==> config.mk <==
export PLATFORM = sky130hd
export DESIGN_NAME = tmos_timer_top
export DESIGN_NICKNAME = d
export VERILOG_FILES = /design/src/common/tmos_pkg.sv /design/src/common/tmos_reg_if.sv /design/src/tmos_timer_top.sv /design/src/tmos_axi_slave.sv
export SDC_FILE = /design/constraint.sdc
export NUM_CORES = 1
export LEC_CHECK = 0
export ABC_AREA = 1
export ABC_CLOCK_PERIOD_IN_PS = 2100
export BUFFER_PORTS_ARGS = -buffer_cell sky130_fd_sc_hd__buf_2
export CAP_MARGIN = 20
export CELL_PAD_IN_SITES_DETAIL_PLACEMENT = 1
export CELL_PAD_IN_SITES_GLOBAL_PLACEMENT = 1
export CORE_MARGIN = 2
export CORE_UTILIZATION = 40
export CTS_BUF_LIST = sky130_fd_sc_hd__clkbuf_4
export CTS_CLUSTER_DIAMETER = 150
export DETAILED_ROUTE_END_ITERATION = 8
export MAX_ROUTING_LAYER = met4
export PLACE_DENSITY_LB_ADDON = 0.05
export SLEW_MARGIN = 5
export SYNTH_ARGS = -nofsm -noshare
export SYNTH_HDL_FRONTEND = slang
export SYNTH_SLANG_ARGS = --single-unit
==> constraint.sdc <==
create_clock -name clk -period 2.1 [get_ports clk]
set_input_delay 0.21 -clock clk [delete_from_list [all_inputs] [get_ports clk]]
set_output_delay 0.21 -clock clk [all_outputs]
set_load 0.02 [all_outputs]
==> src/common/tmos_pkg.sv <==
// Purpose: Shared constants, encodings and helpers of the one-shot timer block.
// Assumes: 32-bit AXI4-Lite register access, one aligned word per register.
// Notes: Offsets are byte addresses on the register bus.
//
// Functional notes
// - Counter runs at once on non-stop mode.
// - Trigger edges during a pulse are ignored.
// - Start-to-match delay varies up to one tick.
// - Compare contents are not guaranteed after stop.
// - External edge restarts counter in software mode.
// - Overflow flag sets on wrap to zero.
// - Clearing overflow while counter zero is overridden.
package tmos_pkg;

   localparam int unsigned TMOS_ADDR_W = 8;
   localparam int unsigned TMOS_PRESC_W = 8;
   localparam int unsigned TMOS_ST_W = 3;

   // Register byte offsets.
   localparam logic [7:0] OFS_MODE = 8'h00;
   localparam logic [7:0] OFS_PRESC = 8'h04;
   localparam logic [7:0] OFS_TRIG = 8'h08;
   localparam logic [7:0] OFS_COUNT = 8'h0c;
   localparam logic [7:0] OFS_CCA = 8'h10;
   localparam logic [7:0] OFS_CCB = 8'h14;
   localparam logic [7:0] OFS_STATUS = 8'h18;
   localparam logic [7:0] OFS_MASK = 8'h1c;

   // Field positions.
   localparam int unsigned MODE_OSP_BIT = 1;
   localparam int unsigned MODE_RUN_LSB = 2;
   localparam int unsigned PRESC_SEL_LSB = 0;
   localparam int unsigned PRESC_EDGE_LSB = 4;
   localparam int unsigned TRIG_SW_BIT = 0;
   localparam int unsigned ST_OVF = 0;
   localparam int unsigned ST_MATCH_A = 1;
   localparam int unsigned ST_MATCH_B = 2;

   // Values after reset.
   localparam logic [3:0] RST_MODE = 4'h0;
   localparam logic [5:0] RST_PRESC = 6'h00;
   localparam logic [15:0] RST_CC = 16'hffff;
   localparam logic [2:0] RST_MASK = 3'h0;

   // Run-mode encodings of the two-bit run field.
   localparam logic [1:0] RUN_STOP = 2'h0;
   localparam logic [1:0] RUN_FREE = 2'h1;
   localparam logic [1:0] RUN_EDGE_CLR = 2'h2;
   localparam logic [1:0] RUN_MATCH_CLR = 2'h3;

   // Valid-edge encodings of the trigger input.
   localparam logic [1:0] EDGE_FALL = 2'h0;
   localparam logic [1:0] EDGE_RISE = 2'h1;
   localparam logic [1:0] EDGE_BOTH = 2'h3;

   // Prescaler tick masks, divide by 1, 2, 16 and 256.
   localparam logic [7:0] DIV_MASK_0 = 8'h00;
   localparam logic [7:0] DIV_MASK_1 = 8'h01;
   localparam logic [7:0] DIV_MASK_2 = 8'h0f;
   localparam logic [7:0] DIV_MASK_3 = 8'hff;

   localparam logic [1:0] RESP_OKAY = 2'h0;
   localparam logic [1:0] RESP_SLVERR = 2'h2;

   function automatic logic addr_mapped(input logic [7:0] a);
      return (a[1:0] == 2'h0) && (a <= OFS_MASK);
   endfunction

   function automatic logic [31:0] apply_strb(input logic [31:0] old_v,
                                              input logic [31:0] new_v,
                                              input logic [3:0] strb);
      logic [31:0] r;
      r = old_v;
      for (int i = 0; i < 4; i++) begin
         if (strb[i]) begin
            r[8*i +: 8] = new_v[8*i +: 8];
         end
      end
      return r;
   endfunction

endpackage

==> src/common/tmos_reg_if.sv <==
// Purpose: Register access path between the bus slave and the timer core.
// Assumes: One clock domain; write strobe is a one-cycle pulse.
// Notes: Read data is combinational from the core for the given address.
`timescale 1ns/1ns
`default_nettype none
interface tmos_reg_if;
   logic wr_en;
   logic [7:0] wr_addr;
   logic [31:0] wr_data;
   logic [3:0] wr_strb;
   logic [7:0] rd_addr;
   logic [31:0] rd_data;
   modport slave (output wr_en, output wr_addr, output wr_data, output wr_strb,
                  output rd_addr, input rd_data);
   modport regs (input wr_en, input wr_addr, input wr_data, input wr_strb,
                 input rd_addr, output rd_data);
endinterface
`default_nettype wire

==> src/tmos_timer_top.sv <==
// Purpose: Timer/event counter with two compare registers and one-shot output.
// Assumes: Trigger pin is asynchronous; software keeps to the documented order.
// Notes: The count clock is a prescaler tick derived from clk.
//
// The AXI4-Lite interface to the registers and the address map are this design's own decisions.
`timescale 1ns/1ns
`default_nettype none
module tmos_timer_top #(
   parameter int unsigned CNT_W = 16
) (
   // Clock and reset
   input wire logic clk,
   input wire logic sys_rst,
   // AXI4-Lite write channels
   input wire logic [tmos_pkg::TMOS_ADDR_W-1:0] s_axi_awaddr,
   input wire logic s_axi_awvalid,
   output logic s_axi_awready,
   input wire logic [31:0] s_axi_wdata,
   input wire logic [3:0] s_axi_wstrb,
   input wire logic s_axi_wvalid,
   output logic s_axi_wready,
   output logic [1:0] s_axi_bresp,
   output logic s_axi_bvalid,
   input wire logic s_axi_bready,
   // AXI4-Lite read channels
   input wire logic [tmos_pkg::TMOS_ADDR_W-1:0] s_axi_araddr,
   input wire logic s_axi_arvalid,
   output logic s_axi_arready,
   output logic [31:0] s_axi_rdata,
   output logic [1:0] s_axi_rresp,
   output logic s_axi_rvalid,
   input wire logic s_axi_rready,
   // Pins
   input wire logic trigger_input_a,
   output logic pulse_out,
   output logic irq
);
   import tmos_pkg::*;

   tmos_reg_if rif ();

   tmos_axi_slave u_slave (
      .clk(clk),
      .sys_rst(sys_rst),
      .s_axi_awaddr(s_axi_awaddr),
      .s_axi_awvalid(s_axi_awvalid),
      .s_axi_awready(s_axi_awready),
      .s_axi_wdata(s_axi_wdata),
      .s_axi_wstrb(s_axi_wstrb),
      .s_axi_wvalid(s_axi_wvalid),
      .s_axi_wready(s_axi_wready),
      .s_axi_bresp(s_axi_bresp),
      .s_axi_bvalid(s_axi_bvalid),
      .s_axi_bready(s_axi_bready),
      .s_axi_araddr(s_axi_araddr),
      .s_axi_arvalid(s_axi_arvalid),
      .s_axi_arready(s_axi_arready),
      .s_axi_rdata(s_axi_rdata),
      .s_axi_rresp(s_axi_rresp),
      .s_axi_rvalid(s_axi_rvalid),
      .s_axi_rready(s_axi_rready),
      .rif(rif.slave)
   );

   localparam logic [CNT_W-1:0] CNT_ONES = {CNT_W{1'b1}};
   localparam logic [CNT_W-1:0] CNT_ZERO = {CNT_W{1'b0}};

   logic [3:0] timer_mode_control_reg;
   logic [5:0] prescaler_mode_reg;
   logic [CNT_W-1:0] main_counter_reg;
   logic [CNT_W-1:0] capture_compare_a_reg;
   logic [CNT_W-1:0] capture_compare_b_reg;
   logic [TMOS_ST_W-1:0] status_reg;
   logic [TMOS_ST_W-1:0] status_next;
   logic [TMOS_ST_W-1:0] mask_reg;
   logic [TMOS_PRESC_W-1:0] div_cnt_reg;
   logic [TMOS_PRESC_W-1:0] div_mask;
   logic trig_meta_reg;
   logic trig_sync_reg;
   logic trig_prev_reg;
   logic osp_active_reg;
   logic zero_hold_reg;
   logic [1:0] run_mode;
   logic [1:0] edge_sel;
   logic [1:0] presc_sel;
   logic running;
   logic osp_en;
   logic tick;
   logic ext_edge;
   logic sw_trig;
   logic trig_accept;
   logic edge_clear;
   logic trig_clear;
   logic match_a_ev;
   logic match_b_ev;
   logic ovf_ev;
   logic [TMOS_ST_W-1:0] status_set;
   logic [TMOS_ST_W-1:0] status_clr;

   function automatic logic reg_wr(input logic [7:0] ofs);
      return rif.wr_en && (rif.wr_addr == ofs);
   endfunction

   function automatic logic [31:0] wr_merge(input logic [31:0] old_v);
      return apply_strb(old_v, rif.wr_data, rif.wr_strb);
   endfunction

   assign run_mode = timer_mode_control_reg[MODE_RUN_LSB +: 2];
   assign osp_en = timer_mode_control_reg[MODE_OSP_BIT];
   assign edge_sel = prescaler_mode_reg[PRESC_EDGE_LSB +: 2];
   assign presc_sel = prescaler_mode_reg[PRESC_SEL_LSB +: 2];
   assign running = (run_mode != RUN_STOP);

   // Register writes. Edge select is taken at any time; changing it while
   // running can fake an edge, which is why software stops the timer first.
   always_ff @(posedge clk) begin
      if (sys_rst) begin
         timer_mode_control_reg <= RST_MODE;
         prescaler_mode_reg <= RST_PRESC;
         capture_compare_a_reg <= CNT_W'(RST_CC);
         capture_compare_b_reg <= CNT_W'(RST_CC);
         mask_reg <= RST_MASK;
      end else begin
         if (reg_wr(OFS_MODE)) begin
            timer_mode_control_reg <= 4'(wr_merge({28'h0, timer_mode_control_reg}));
         end
         if (reg_wr(OFS_PRESC)) begin
            prescaler_mode_reg <= 6'(wr_merge({26'h0, prescaler_mode_reg}));
         end
         // Compare values survive a stop here, but software may not count on it.
         if (reg_wr(OFS_CCA)) begin
            capture_compare_a_reg <= CNT_W'(wr_merge(32'(capture_compare_a_reg)));
         end
         if (reg_wr(OFS_CCB)) begin
            capture_compare_b_reg <= CNT_W'(wr_merge(32'(capture_compare_b_reg)));
         end
         if (reg_wr(OFS_MASK)) begin
            mask_reg <= TMOS_ST_W'(wr_merge({29'h0, mask_reg}));
         end
      end
   end

   // The helpers read the write bus directly. A process follows what they read,
   // while a continuous assignment would only follow their arguments.
   always_comb begin
      sw_trig = reg_wr(OFS_TRIG) && rif.wr_strb[0] && rif.wr_data[TRIG_SW_BIT];
      status_clr = '0;
      if (reg_wr(OFS_STATUS)) begin
         status_clr = TMOS_ST_W'(wr_merge(32'h0));
      end
   end

   always_comb begin
      case (rif.rd_addr)
         OFS_MODE: rif.rd_data = {28'h0, timer_mode_control_reg};
         OFS_PRESC: rif.rd_data = {26'h0, prescaler_mode_reg};
         OFS_COUNT: rif.rd_data = 32'(main_counter_reg);
         OFS_CCA: rif.rd_data = 32'(capture_compare_a_reg);
         OFS_CCB: rif.rd_data = 32'(capture_compare_b_reg);
         OFS_STATUS: rif.rd_data = {29'h0, status_reg};
         OFS_MASK: rif.rd_data = {29'h0, mask_reg};
         default: rif.rd_data = 32'h0000_0000;
      endcase
   end

   // The prescaler runs free and is never restarted by a start, so the first
   // tick after start comes anywhere within one count period.
   always_ff @(posedge clk) begin
      if (sys_rst) begin
         div_cnt_reg <= '0;
      end else begin
         div_cnt_reg <= div_cnt_reg + 1'b1;
      end
   end

   always_comb begin
      case (presc_sel)
         2'h0: div_mask = DIV_MASK_0;
         2'h1: div_mask = DIV_MASK_1;
         2'h2: div_mask = DIV_MASK_2;
         default: div_mask = DIV_MASK_3;
      endcase
   end

   assign tick = ((div_cnt_reg & div_mask) == div_mask);

   // Trigger pin synchroniser. The previous-value flop resets low, so a pin
   // held high out of reset shows one rising edge in the second cycle after reset, whether the timer runs or not.
   always_ff @(posedge clk) begin
      if (sys_rst) begin
         trig_meta_reg <= 1'b0;
         trig_sync_reg <= 1'b0;
         trig_prev_reg <= 1'b0;
      end else begin
         trig_meta_reg <= trigger_input_a;
         trig_sync_reg <= trig_meta_reg;
         trig_prev_reg <= trig_sync_reg;
      end
   end

   always_comb begin
      case (edge_sel)
         EDGE_FALL: ext_edge = !trig_sync_reg && trig_prev_reg;
         EDGE_RISE: ext_edge = trig_sync_reg && !trig_prev_reg;
         EDGE_BOTH: ext_edge = trig_sync_reg != trig_prev_reg;
         default: ext_edge = 1'b0;
      endcase
   end

   // The pin stays live in software-trigger one-shot use as well.
   assign trig_accept = running && osp_en && !osp_active_reg && (sw_trig || ext_edge);
   assign edge_clear = running && (run_mode == RUN_EDGE_CLR) && ext_edge && !osp_active_reg;
   assign trig_clear = trig_accept || edge_clear;

   assign match_a_ev = running && tick && !trig_clear && (main_counter_reg == capture_compare_a_reg);
   assign match_b_ev = running && tick && !trig_clear && (main_counter_reg == capture_compare_b_reg);
   assign ovf_ev = running && tick && !trig_clear && (main_counter_reg == CNT_ONES) &&
                   ((run_mode != RUN_MATCH_CLR) || (capture_compare_a_reg == CNT_ONES));

   always_ff @(posedge clk) begin
      if (sys_rst || !running) begin
         main_counter_reg <= CNT_ZERO;
      end else if (trig_clear) begin
         main_counter_reg <= CNT_ZERO;
      end else if (tick) begin
         if ((run_mode == RUN_MATCH_CLR) && (main_counter_reg == capture_compare_a_reg)) begin
            main_counter_reg <= CNT_ZERO;
         end else begin
            main_counter_reg <= main_counter_reg + 1'b1;
         end
      end
   end

   // Marks the count period in which the counter sits at zero after a wrap.
   always_ff @(posedge clk) begin
      if (sys_rst || !running || trig_clear) begin
         zero_hold_reg <= 1'b0;
      end else if (ovf_ev) begin
         zero_hold_reg <= 1'b1;
      end else if (tick) begin
         zero_hold_reg <= 1'b0;
      end
   end

   always_ff @(posedge clk) begin
      if (sys_rst || !running) begin
         osp_active_reg <= 1'b0;
         pulse_out <= 1'b0;
      end else if (trig_accept) begin
         osp_active_reg <= 1'b1;
         pulse_out <= 1'b0;
      end else if (osp_active_reg) begin
         if (match_a_ev) begin
            osp_active_reg <= 1'b0;
            pulse_out <= 1'b0;
         end else if (match_b_ev) begin
            pulse_out <= 1'b1;
         end
      end
   end

   // A set in the same cycle as a clear wins, and the zero-hold window keeps
   // re-setting overflow so an early clear is lost.
   always_comb begin
      status_set = '0;
      status_set[ST_OVF] = ovf_ev || zero_hold_reg;
      status_set[ST_MATCH_A] = match_a_ev;
      status_set[ST_MATCH_B] = match_b_ev;
      status_next = (status_reg & ~status_clr) | status_set;
   end

   always_ff @(posedge clk) begin
      if (sys_rst) begin
         status_reg <= '0;
         irq <= 1'b0;
      end else begin
         status_reg <= status_next;
         irq <= |(status_next & mask_reg);
      end
   end
endmodule
`default_nettype wire

==> src/tmos_axi_slave.sv <==
// Purpose: AXI4-Lite slave that turns bus transfers into register accesses.
// Assumes: One write and one read outstanding at most.
// Notes: Unmapped or misaligned addresses answer SLVERR and read as zero.
`timescale 1ns/1ns
`default_nettype none
module tmos_axi_slave (
   // Clock and reset
   input wire logic clk,
   input wire logic sys_rst,
   // Write channels
   input wire logic [tmos_pkg::TMOS_ADDR_W-1:0] s_axi_awaddr,
   input wire logic s_axi_awvalid,
   output logic s_axi_awready,
   input wire logic [31:0] s_axi_wdata,
   input wire logic [3:0] s_axi_wstrb,
   input wire logic s_axi_wvalid,
   output logic s_axi_wready,
   output logic [1:0] s_axi_bresp,
   output logic s_axi_bvalid,
   input wire logic s_axi_bready,
   // Read channels
   input wire logic [tmos_pkg::TMOS_ADDR_W-1:0] s_axi_araddr,
   input wire logic s_axi_arvalid,
   output logic s_axi_arready,
   output logic [31:0] s_axi_rdata,
   output logic [1:0] s_axi_rresp,
   output logic s_axi_rvalid,
   input wire logic s_axi_rready,
   // Core side
   tmos_reg_if.slave rif
);
   import tmos_pkg::*;

   logic [7:0] aw_addr_reg;
   logic [31:0] w_data_reg;
   logic [3:0] w_strb_reg;
   logic wr_fire;

   // Address and data are held until both have arrived, in either order.
   assign wr_fire = !s_axi_awready && !s_axi_wready && !s_axi_bvalid;
   assign rif.wr_en = wr_fire && addr_mapped(aw_addr_reg);
   assign rif.wr_addr = aw_addr_reg;
   assign rif.wr_data = w_data_reg;
   assign rif.wr_strb = w_strb_reg;
   assign rif.rd_addr = s_axi_araddr;

   always_ff @(posedge clk) begin
      if (sys_rst) begin
         s_axi_awready <= 1'b1;
         s_axi_wready <= 1'b1;
         s_axi_bvalid <= 1'b0;
         s_axi_bresp <= RESP_OKAY;
         aw_addr_reg <= 8'h00;
         w_data_reg <= 32'h0000_0000;
         w_strb_reg <= 4'h0;
      end else begin
         if (s_axi_awvalid && s_axi_awready) begin
            aw_addr_reg <= s_axi_awaddr;
            s_axi_awready <= 1'b0;
         end
         if (s_axi_wvalid && s_axi_wready) begin
            w_data_reg <= s_axi_wdata;
            w_strb_reg <= s_axi_wstrb;
            s_axi_wready <= 1'b0;
         end
         if (wr_fire) begin
            s_axi_bvalid <= 1'b1;
            s_axi_bresp <= addr_mapped(aw_addr_reg) ? RESP_OKAY : RESP_SLVERR;
         end
         if (s_axi_bvalid && s_axi_bready) begin
            s_axi_bvalid <= 1'b0;
            s_axi_awready <= 1'b1;
            s_axi_wready <= 1'b1;
         end
      end
   end

   always_ff @(posedge clk) begin
      if (sys_rst) begin
         s_axi_arready <= 1'b1;
         s_axi_rvalid <= 1'b0;
         s_axi_rdata <= 32'h0000_0000;
         s_axi_rresp <= RESP_OKAY;
      end else begin
         if (s_axi_arvalid && s_axi_arready) begin
            s_axi_arready <= 1'b0;
            s_axi_rvalid <= 1'b1;
            s_axi_rdata <= addr_mapped(s_axi_araddr) ? rif.rd_data : 32'h0000_0000;
            s_axi_rresp <= addr_mapped(s_axi_araddr) ? RESP_OKAY : RESP_SLVERR;
         end
         if (s_axi_rvalid && s_axi_rready) begin
            s_axi_rvalid <= 1'b0;
            s_axi_arready <= 1'b1;
         end
      end
   end
endmodule
`default_nettype wire

==> flow_summary_export.csv, run 1 <==
group,metric,value,unit
cells_and_area,final_common_cell,"nand2_1",
timing,worst_margin_pin_slew,815,ps
setup_path,critPathRequiredTime,2600,ps
clock_tree,cts_tree,"yes",
synthesis,synth_area_leader,"dfxtp_1",
setup_path,critical_path.cell_chain,"ha_1 -> nand2_1 -> nor3_4 -> nand3_1 -> a21oi_2 -> nand3_2 -> nand2_1 -> nand3_1 -> nand3_1",
synthesis,synth_top_flop_cell,"dfxtp_1",
clock_tree,tritoncts_buffers,17,
routing,postRouteWirelength,19100,microns
grt,first_global_vias,6002,
timing,max_slew_margin,45.5,%
floorplanning,ioPinCount,103,
floorplanning,core-area,15800,sq um
setup_path,crit_slowest_cell,"dfxtp_1",
placement,portBuffers,66,
cells_and_area,post-route-cell-area,7500,sq um
grt,gr-usage-all-layers,24.3,%
setup_path,cp-end-kind,"flop",
clock_tree,clock_sink_count,128,
routing,first_pass_iters,4,
setup_path,crit_top_cell,"nand3_1",
timing,rsz0062_at_grt,"no",
timing,worst_clock_skew,17.9,ps
cells_and_area,layout-area-overhead-vs-synth,16.5,%
routing,dr_total_vias,5901,
timing,max_clock_freq,534,MHz
clock_tree,number_of_setup_buffers_added_after_cts,0,
cells_and_area,final_net_count,1023,
routing,route.detailed.drc,0,
cells_and_area,final_cell_mix,"nand2_1 (204), dfxtp_1 (128), inv_1 (89)",
setup_path,critPathMaxStageDelay,470,ps
synthesis,synth.lib_cells_used.distinct,42,
grt,global_route.overflow_total,0,
synthesis,yosysWarnings,0,
routing,routed_wire_length_per_instance,16.1,microns
cells_and_area,layout-drive-gt1-share,19.7,%
synthesis,synth-seq-area-share,39.8,%
power_and_ir_drop,p_per_area,617,nW/um^2
power_and_ir_drop,power.ir.vdd_worst,0.319,mV
grt,global_route_wire_length_before_repair,31000,microns
setup_path,crit_arrival,2370,ps
synthesis,post_synth.cell_area_avg,7.46,sq um
setup_path,cp_max_fo,7,
hold_path,min-delay-path-class,"in -> reg",
timing,timing.final.hold_violations,0,
clock_tree,cts_root_buf,"clkbuf_4",
floorplanning,die_width,131,microns
routing,detailed_route_iter0_violations,300,
floorplanning,cell_rows,46,
floorplanning,die_ar,17100,sq um
clock_tree,clk_latency_worst_skew_pair,560,ps
power_and_ir_drop,leak_pwr,3.40,nW
placement,place.gp.congestion,0.880,
clock_tree,cts-htree-levels,4,
timing,timing.final.crit_share,89.2,%
clock_tree,cts.clk_slew.worst_paths,110,ps
synthesis,yosys.area.top_type_share,39.8,%
synthesis,synth_edf_count,0,
status,status,"finished clean",
synthesis,synthArstFlopShare,0,%
grt,grt_max_degree,39,
job,cap_violations,0,
grt,grt_antenna_before_repair,1,
placement,place_hpwl,14600,microns
floorplanning,die_h,131,microns
clock_tree,post_cts_sizing,0,
placement,placedInstanceArea,6890,sq um
routing,route.detailed.vias_per_inst,4.96,
timing,clock_period_minus_worst_slack,1870,ps
synthesis,syn_area,6440,sq um
timing,report.final.slew_viol_count,0,
cells_and_area,fillCellCount,2061,
clock_tree,clock_path_buffers,2,
synthesis,synth.ff_latch_count,128,
setup_path,critical_path_class,"reg -> reg",
setup_path,path_buf_inv,0,
floorplanning,initial_utilization,40.7,%
timing,setup_tns,0,ps
synthesis,synth.top_cells.by_area,"dfxtp_1 (40%), nand2_1 (12%), a21oi_1 (5.5%), inv_1 (5.2%), o211ai_2 (5.2%)",
timing,setup_viol,0,
setup_path,family_of_cells_with_the_greatest_summed_delay_on_the_critical_path,"simple AND/OR/NAND/NOR gates",
synthesis,syn_inst,864,
setup_path,cp-start-kind,"flop",
routing,ant_nets,0,
## final timing paths
path                               startpoint  cells past startpoint                                  end  slack, ps
max          main_counter_reg[0]$_SDFFE_PP0N_                      9                       irq$_SDFF_PP0_        230
min                           s_axi_araddr[6]                      5  u_slave.s_axi_rresp[1]$_SDFFE_PP0P_         60
max reg2reg  main_counter_reg[0]$_SDFFE_PP0N_                      9                       irq$_SDFF_PP0_        230
min reg2reg          trig_meta_reg$_SDFF_PP0_                      2             trig_sync_reg$_SDFF_PP0_        430
## per-stage QoR
step           util [%]  std cells  hold WS [ps]  worst slack, ps  total power [mW]
6_report           47.4       1189          60.7              227              4.63
5_1_grt            47.4       1189          71.7             77.7              4.86
4_1_cts            47.4       1188          19.6              227              4.70
3_5_place_dp       43.5       1122           413              275              2.96
3_3_place_gp       43.5       1122           395              327              2.94
2_1_floorplan         -        881           310              549              2.84
## per-layer routing
metal	track usage, %	wire (microns)
met5	-	0
met4	9.20	466
met3	4.19	432
met2	41.4	9550
met1	28.8	8670
## Yosys cell counts (2+ instances only)
| cell type | number |
|---|---|
| nand2_1 | 204 |
| dfxtp_1 | 128 |
| inv_1 | 90 |
| a21oi_1 | 71 |
| nor2_1 | 69 |
| o21ai_0 | 55 |
| nand3_1 | 33 |
| o211ai_2 | 27 |
| buf_4 | 19 |
| xnor2_1 | 18 |
| clkbuf_1 | 15 |
| nand2_2 | 12 |
| buf_2 | 11 |
| xor2_1 | 10 |
| nor3_2 | 9 |
| o22ai_1 | 9 |
| inv_2 | 7 |
| nand3_2 | 7 |
| nand4_1 | 7 |
| nor2_2 | 7 |
| nor2_4 | 6 |
| nor3_1 | 6 |
| o21ai_1 | 6 |
| buf_6 | 5 |
| o211ai_1 | 5 |
| ha_1 | 4 |
| nand3b_1 | 4 |
| nand2_4 | 3 |
| o221ai_1 | 3 |
| a211oi_1 | 2 |
## logic make-up (layout without fill, tap and decap cells)
family | Yosys count | after routing | share of synthesized area, %
xor+xnor | 28 | 28 | 3.81
fa+ha+maj | 4 | 4 | 0.777
simple gates | 371 | 371 | 26.7
compound gates | 182 | 182 | 18.2
buf+inv | 150 | 241 | 10.7
other cells | 1 | 19 | 0.0582
flops | 128 | 128 | 39.8
## final cells by class
cell class / instances / area [sq um] / share of cell area, %
Tap cell: 216 / 270 / 3.60
Timing Repair Buffer: 110 / 771 / 10.3
Clock inverter: 12 / 119 / 1.58
Multi-Input combinational cell: 603 / 3250 / 43.4
Inverter: 99 / 374 / 4.99
Sequential cell: 128 / 2560 / 34.2
Clock buffer: 20 / 150 / 2.00
Antenna cell: 1 / 2.50 / 0.0334
## power breakdown
part	total [mW]	internal, mW	leakage [nW]	switching, mW
clock	1.68	0.728	0.142	0.949
sequential	2.53	2.49	1.04	0.0445
combinational	0.421	0.151	2.22	0.270
total	4.63	3.37	3.40	1.26
## worst reg2reg max path: cells and delay by family (launching register included)
| family | cells | cell delay (ps) |
|---|---|---|
| AND/OR/NAND/NOR | 7 | 950 |
| flip-flops | 1 | 470 |
| AO/OA/AOI/OAI | 1 | 170 |
| adder cells (fa/ha/maj) | 1 | 220 |
## what timing repair did
item / 4_1_cts / 5_1_grt
hold buffers: 34 / 0
hold endpoints to repair: 34 / 0
endpoints found under the setup margin: 0 / 0
Power figures use the tool's default switching activity.
==> run 2: changes to the inputs <==
--- a/config.mk
+++ b/config.mk
@@ -6,7 +6,7 @@
 export NUM_CORES = 1
 export LEC_CHECK = 0
 export ABC_AREA = 1
-export ABC_CLOCK_PERIOD_IN_PS = 2100
+export ABC_CLOCK_PERIOD_IN_PS = 1900
 export BUFFER_PORTS_ARGS = -buffer_cell sky130_fd_sc_hd__buf_2
 export CAP_MARGIN = 20
 export CELL_PAD_IN_SITES_DETAIL_PLACEMENT = 1
==> constraint.sdc (replaced) <==
create_clock -name clk -period 1.9 [get_ports clk]
set_input_delay 0.19 -clock clk [delete_from_list [all_inputs] [get_ports clk]]
set_output_delay 0.19 -clock clk [all_outputs]
set_load 0.02 [all_outputs]
==> flow_summary_export.csv, run 2 (same netlist as run 1, synthesis figures left out) <==
group,metric,value,unit
cells_and_area,final_cell_mix,"nand2_1 (204), dfxtp_1 (125), inv_1 (89)",
grt,global_route.overflow_total,0,
clock_tree,cts-htree-levels,4,
routing,route.detailed.vias_per_inst,5.00,
routing,first_pass_iters,4,
floorplanning,initial_utilization,40.7,%
cells_and_area,final_net_count,1033,
clock_tree,cts_tree,"yes",
clock_tree,clk_latency_worst_skew_pair,550,ps
routing,postRouteWirelength,19300,microns
setup_path,worstSetupEndpoint,"irq$_SDFF_PP0_",
clock_tree,tritoncts_buffers,17,
cells_and_area,final_common_cell,"nand2_1",
power_and_ir_drop,power.ir.vdd_worst,0.328,mV
floorplanning,cell_rows,46,
setup_path,critPathRequiredTime,2400,ps
setup_path,cp-end-kind,"flop",
grt,global_route_wire_length_before_repair,31400,microns
setup_path,worst_r2r_path_depth,9,
cells_and_area,layout-area-overhead-vs-synth,18.6,%
timing,report.final.slew_viol_count,0,
cells_and_area,fillCellCount,2004,
grt,first_global_vias,6137,
floorplanning,ioPinCount,103,
timing,setup_tns,0,ps
setup_path,reg2reg_slack,130,ps
placement,place.gp.congestion,0.872,
routing,dr_total_vias,5986,
floorplanning,die_h,131,microns
setup_path,cp-start-kind,"flop",
timing,worst_clock_skew,20.1,ps
timing,timing.final.crit_share,92.9,%
timing,finalHoldWorstSlack,65.2,ps
placement,portBuffers,66,
floorplanning,die_width,131,microns
routing,ant_nets,0,
timing,max_clock_freq,566,MHz
setup_path,reg2reg_to,"irq$_SDFF_PP0_",
routing,routed_wire_length_per_instance,16.1,microns
power_and_ir_drop,p_per_area,719,nW/um^2
timing,setup_viol,0,
setup_path,rr_startpoint,"main_counter_reg[1]$_SDFFE_PP0N_",
setup_path,worst_setup_path_startpoint,"main_counter_reg[1]$_SDFFE_PP0N_",
timing,rsz0062_at_grt,"no",
timing,timing.final.hold_violations,0,
job,cap_violations,0,
routing,route.detailed.drc,0,
setup_path,crit_arrival,2260,ps
clock_tree,clock_sink_count,128,
hold_path,min-delay-path-class,"in -> reg",
routing,met3_layer_wire_length_in_the_routed_design,510,microns
cells_and_area,layout-drive-gt1-share,20.5,%
floorplanning,core-area,15800,sq um
setup_path,critical_path_class,"reg -> reg",
routing,detailroute.wirelength.met2,9560,microns
power_and_ir_drop,leak_pwr,3.48,nW
clock_tree,cts.clk_slew.worst_paths,120,ps
grt,gr-usage-all-layers,24.6,%
clock_tree,clock_path_buffers,2,
timing,clock_period_minus_worst_slack,1770,ps
grt,grt_max_degree,75,
routing,detailed_route_iter0_violations,226,
setup_path,cp_max_fo,6,
grt,grt_antenna_before_repair,1,
routing,dr.max_layer_used,"met4",
floorplanning,die_ar,17100,sq um
routing,met1_length,8780,microns
cells_and_area,final_core_util,48.3,%
placement,place_hpwl,14700,microns
clock_tree,cts_root_buf,"clkbuf_4",
status,status,"finished clean",
run 2: worst min path at each step:
stage	start	to	slack, ps	depth (start not counted)
after floorplan	s_axi_awvalid	u_slave.s_axi_awready$_SDFFE_PP1P_	290	1
after global placement	s_axi_awvalid	u_slave.s_axi_awready$_SDFFE_PP1P_	390	2
after detailed placement	trig_meta_reg$_SDFF_PP0_	trig_sync_reg$_SDFF_PP0_	400	2
after CTS	s_axi_araddr[6]	u_slave.s_axi_rresp[1]$_SDFFE_PP0P_	30	5
after global routing	s_axi_araddr[6]	u_slave.s_axi_rresp[1]$_SDFFE_PP0P_	90	5
final	s_axi_araddr[6]	u_slave.s_axi_rresp[1]$_SDFFE_PP0P_	70	5
run 2: metrics by stage:
stage | area (sq um) | setup WS, ps | power (mW) | instances
finish | 7640 | 135 | 5.49 | 1198
global route | 7640 | 14.1 | 5.76 | 1198
CTS | 7630 | 51.4 | 5.54 | 1197
detailed placement | 6950 | 104 | 3.26 | 1131
global placement | 6950 | 172 | 3.24 | 1131
floorplan | 6500 | 349 | 3.14 | 881
run 2: repair_timing:
item                                    in CTS  in global routing
resized for setup                            0                  5
setup buffers                                0                  0
hold buffers                                35                  0
endpoints found under the setup margin       0                  2
hold endpoints to repair                    38                  0
run 2: final cells by class:
class	instances	area (sq um)	share of cell area, %
antenna	1	2.50	0.0327
clock buffer	19	143	1.87
clock inverter	12	191	2.51
inverter	99	374	4.90
multi-input combinational	603	3260	42.6
sequential	128	2570	33.6
tap	216	270	3.54
timing repair buffer	120	836	10.9
run 2: layer usage:
metal  global-route usage (%)  vias to the layer above
met2                     40.8                      103
met1                     30.2                     2870
met3                     4.64                       31
li1                         -                     2982
met4                     8.32                        0
met5                        -                        -
run 2: power breakdown:
part / switching (mW) / internal [mW] / total, mW
Combinational: 0.300 / 0.165 / 0.465
Clock: 1.05 / 1.19 / 2.23
Sequential: 0.0481 / 2.75 / 2.80
run 2: critical path: stages (launching register included):
cell and delay (ps):
dfxtp_2 400, ha_1 200, nand2_1 130, nor3_4 270, nand3_1 160, a21oi_2 170, nand3_2 130, nand2_1 100
nand3_1 70, nand3_1 100
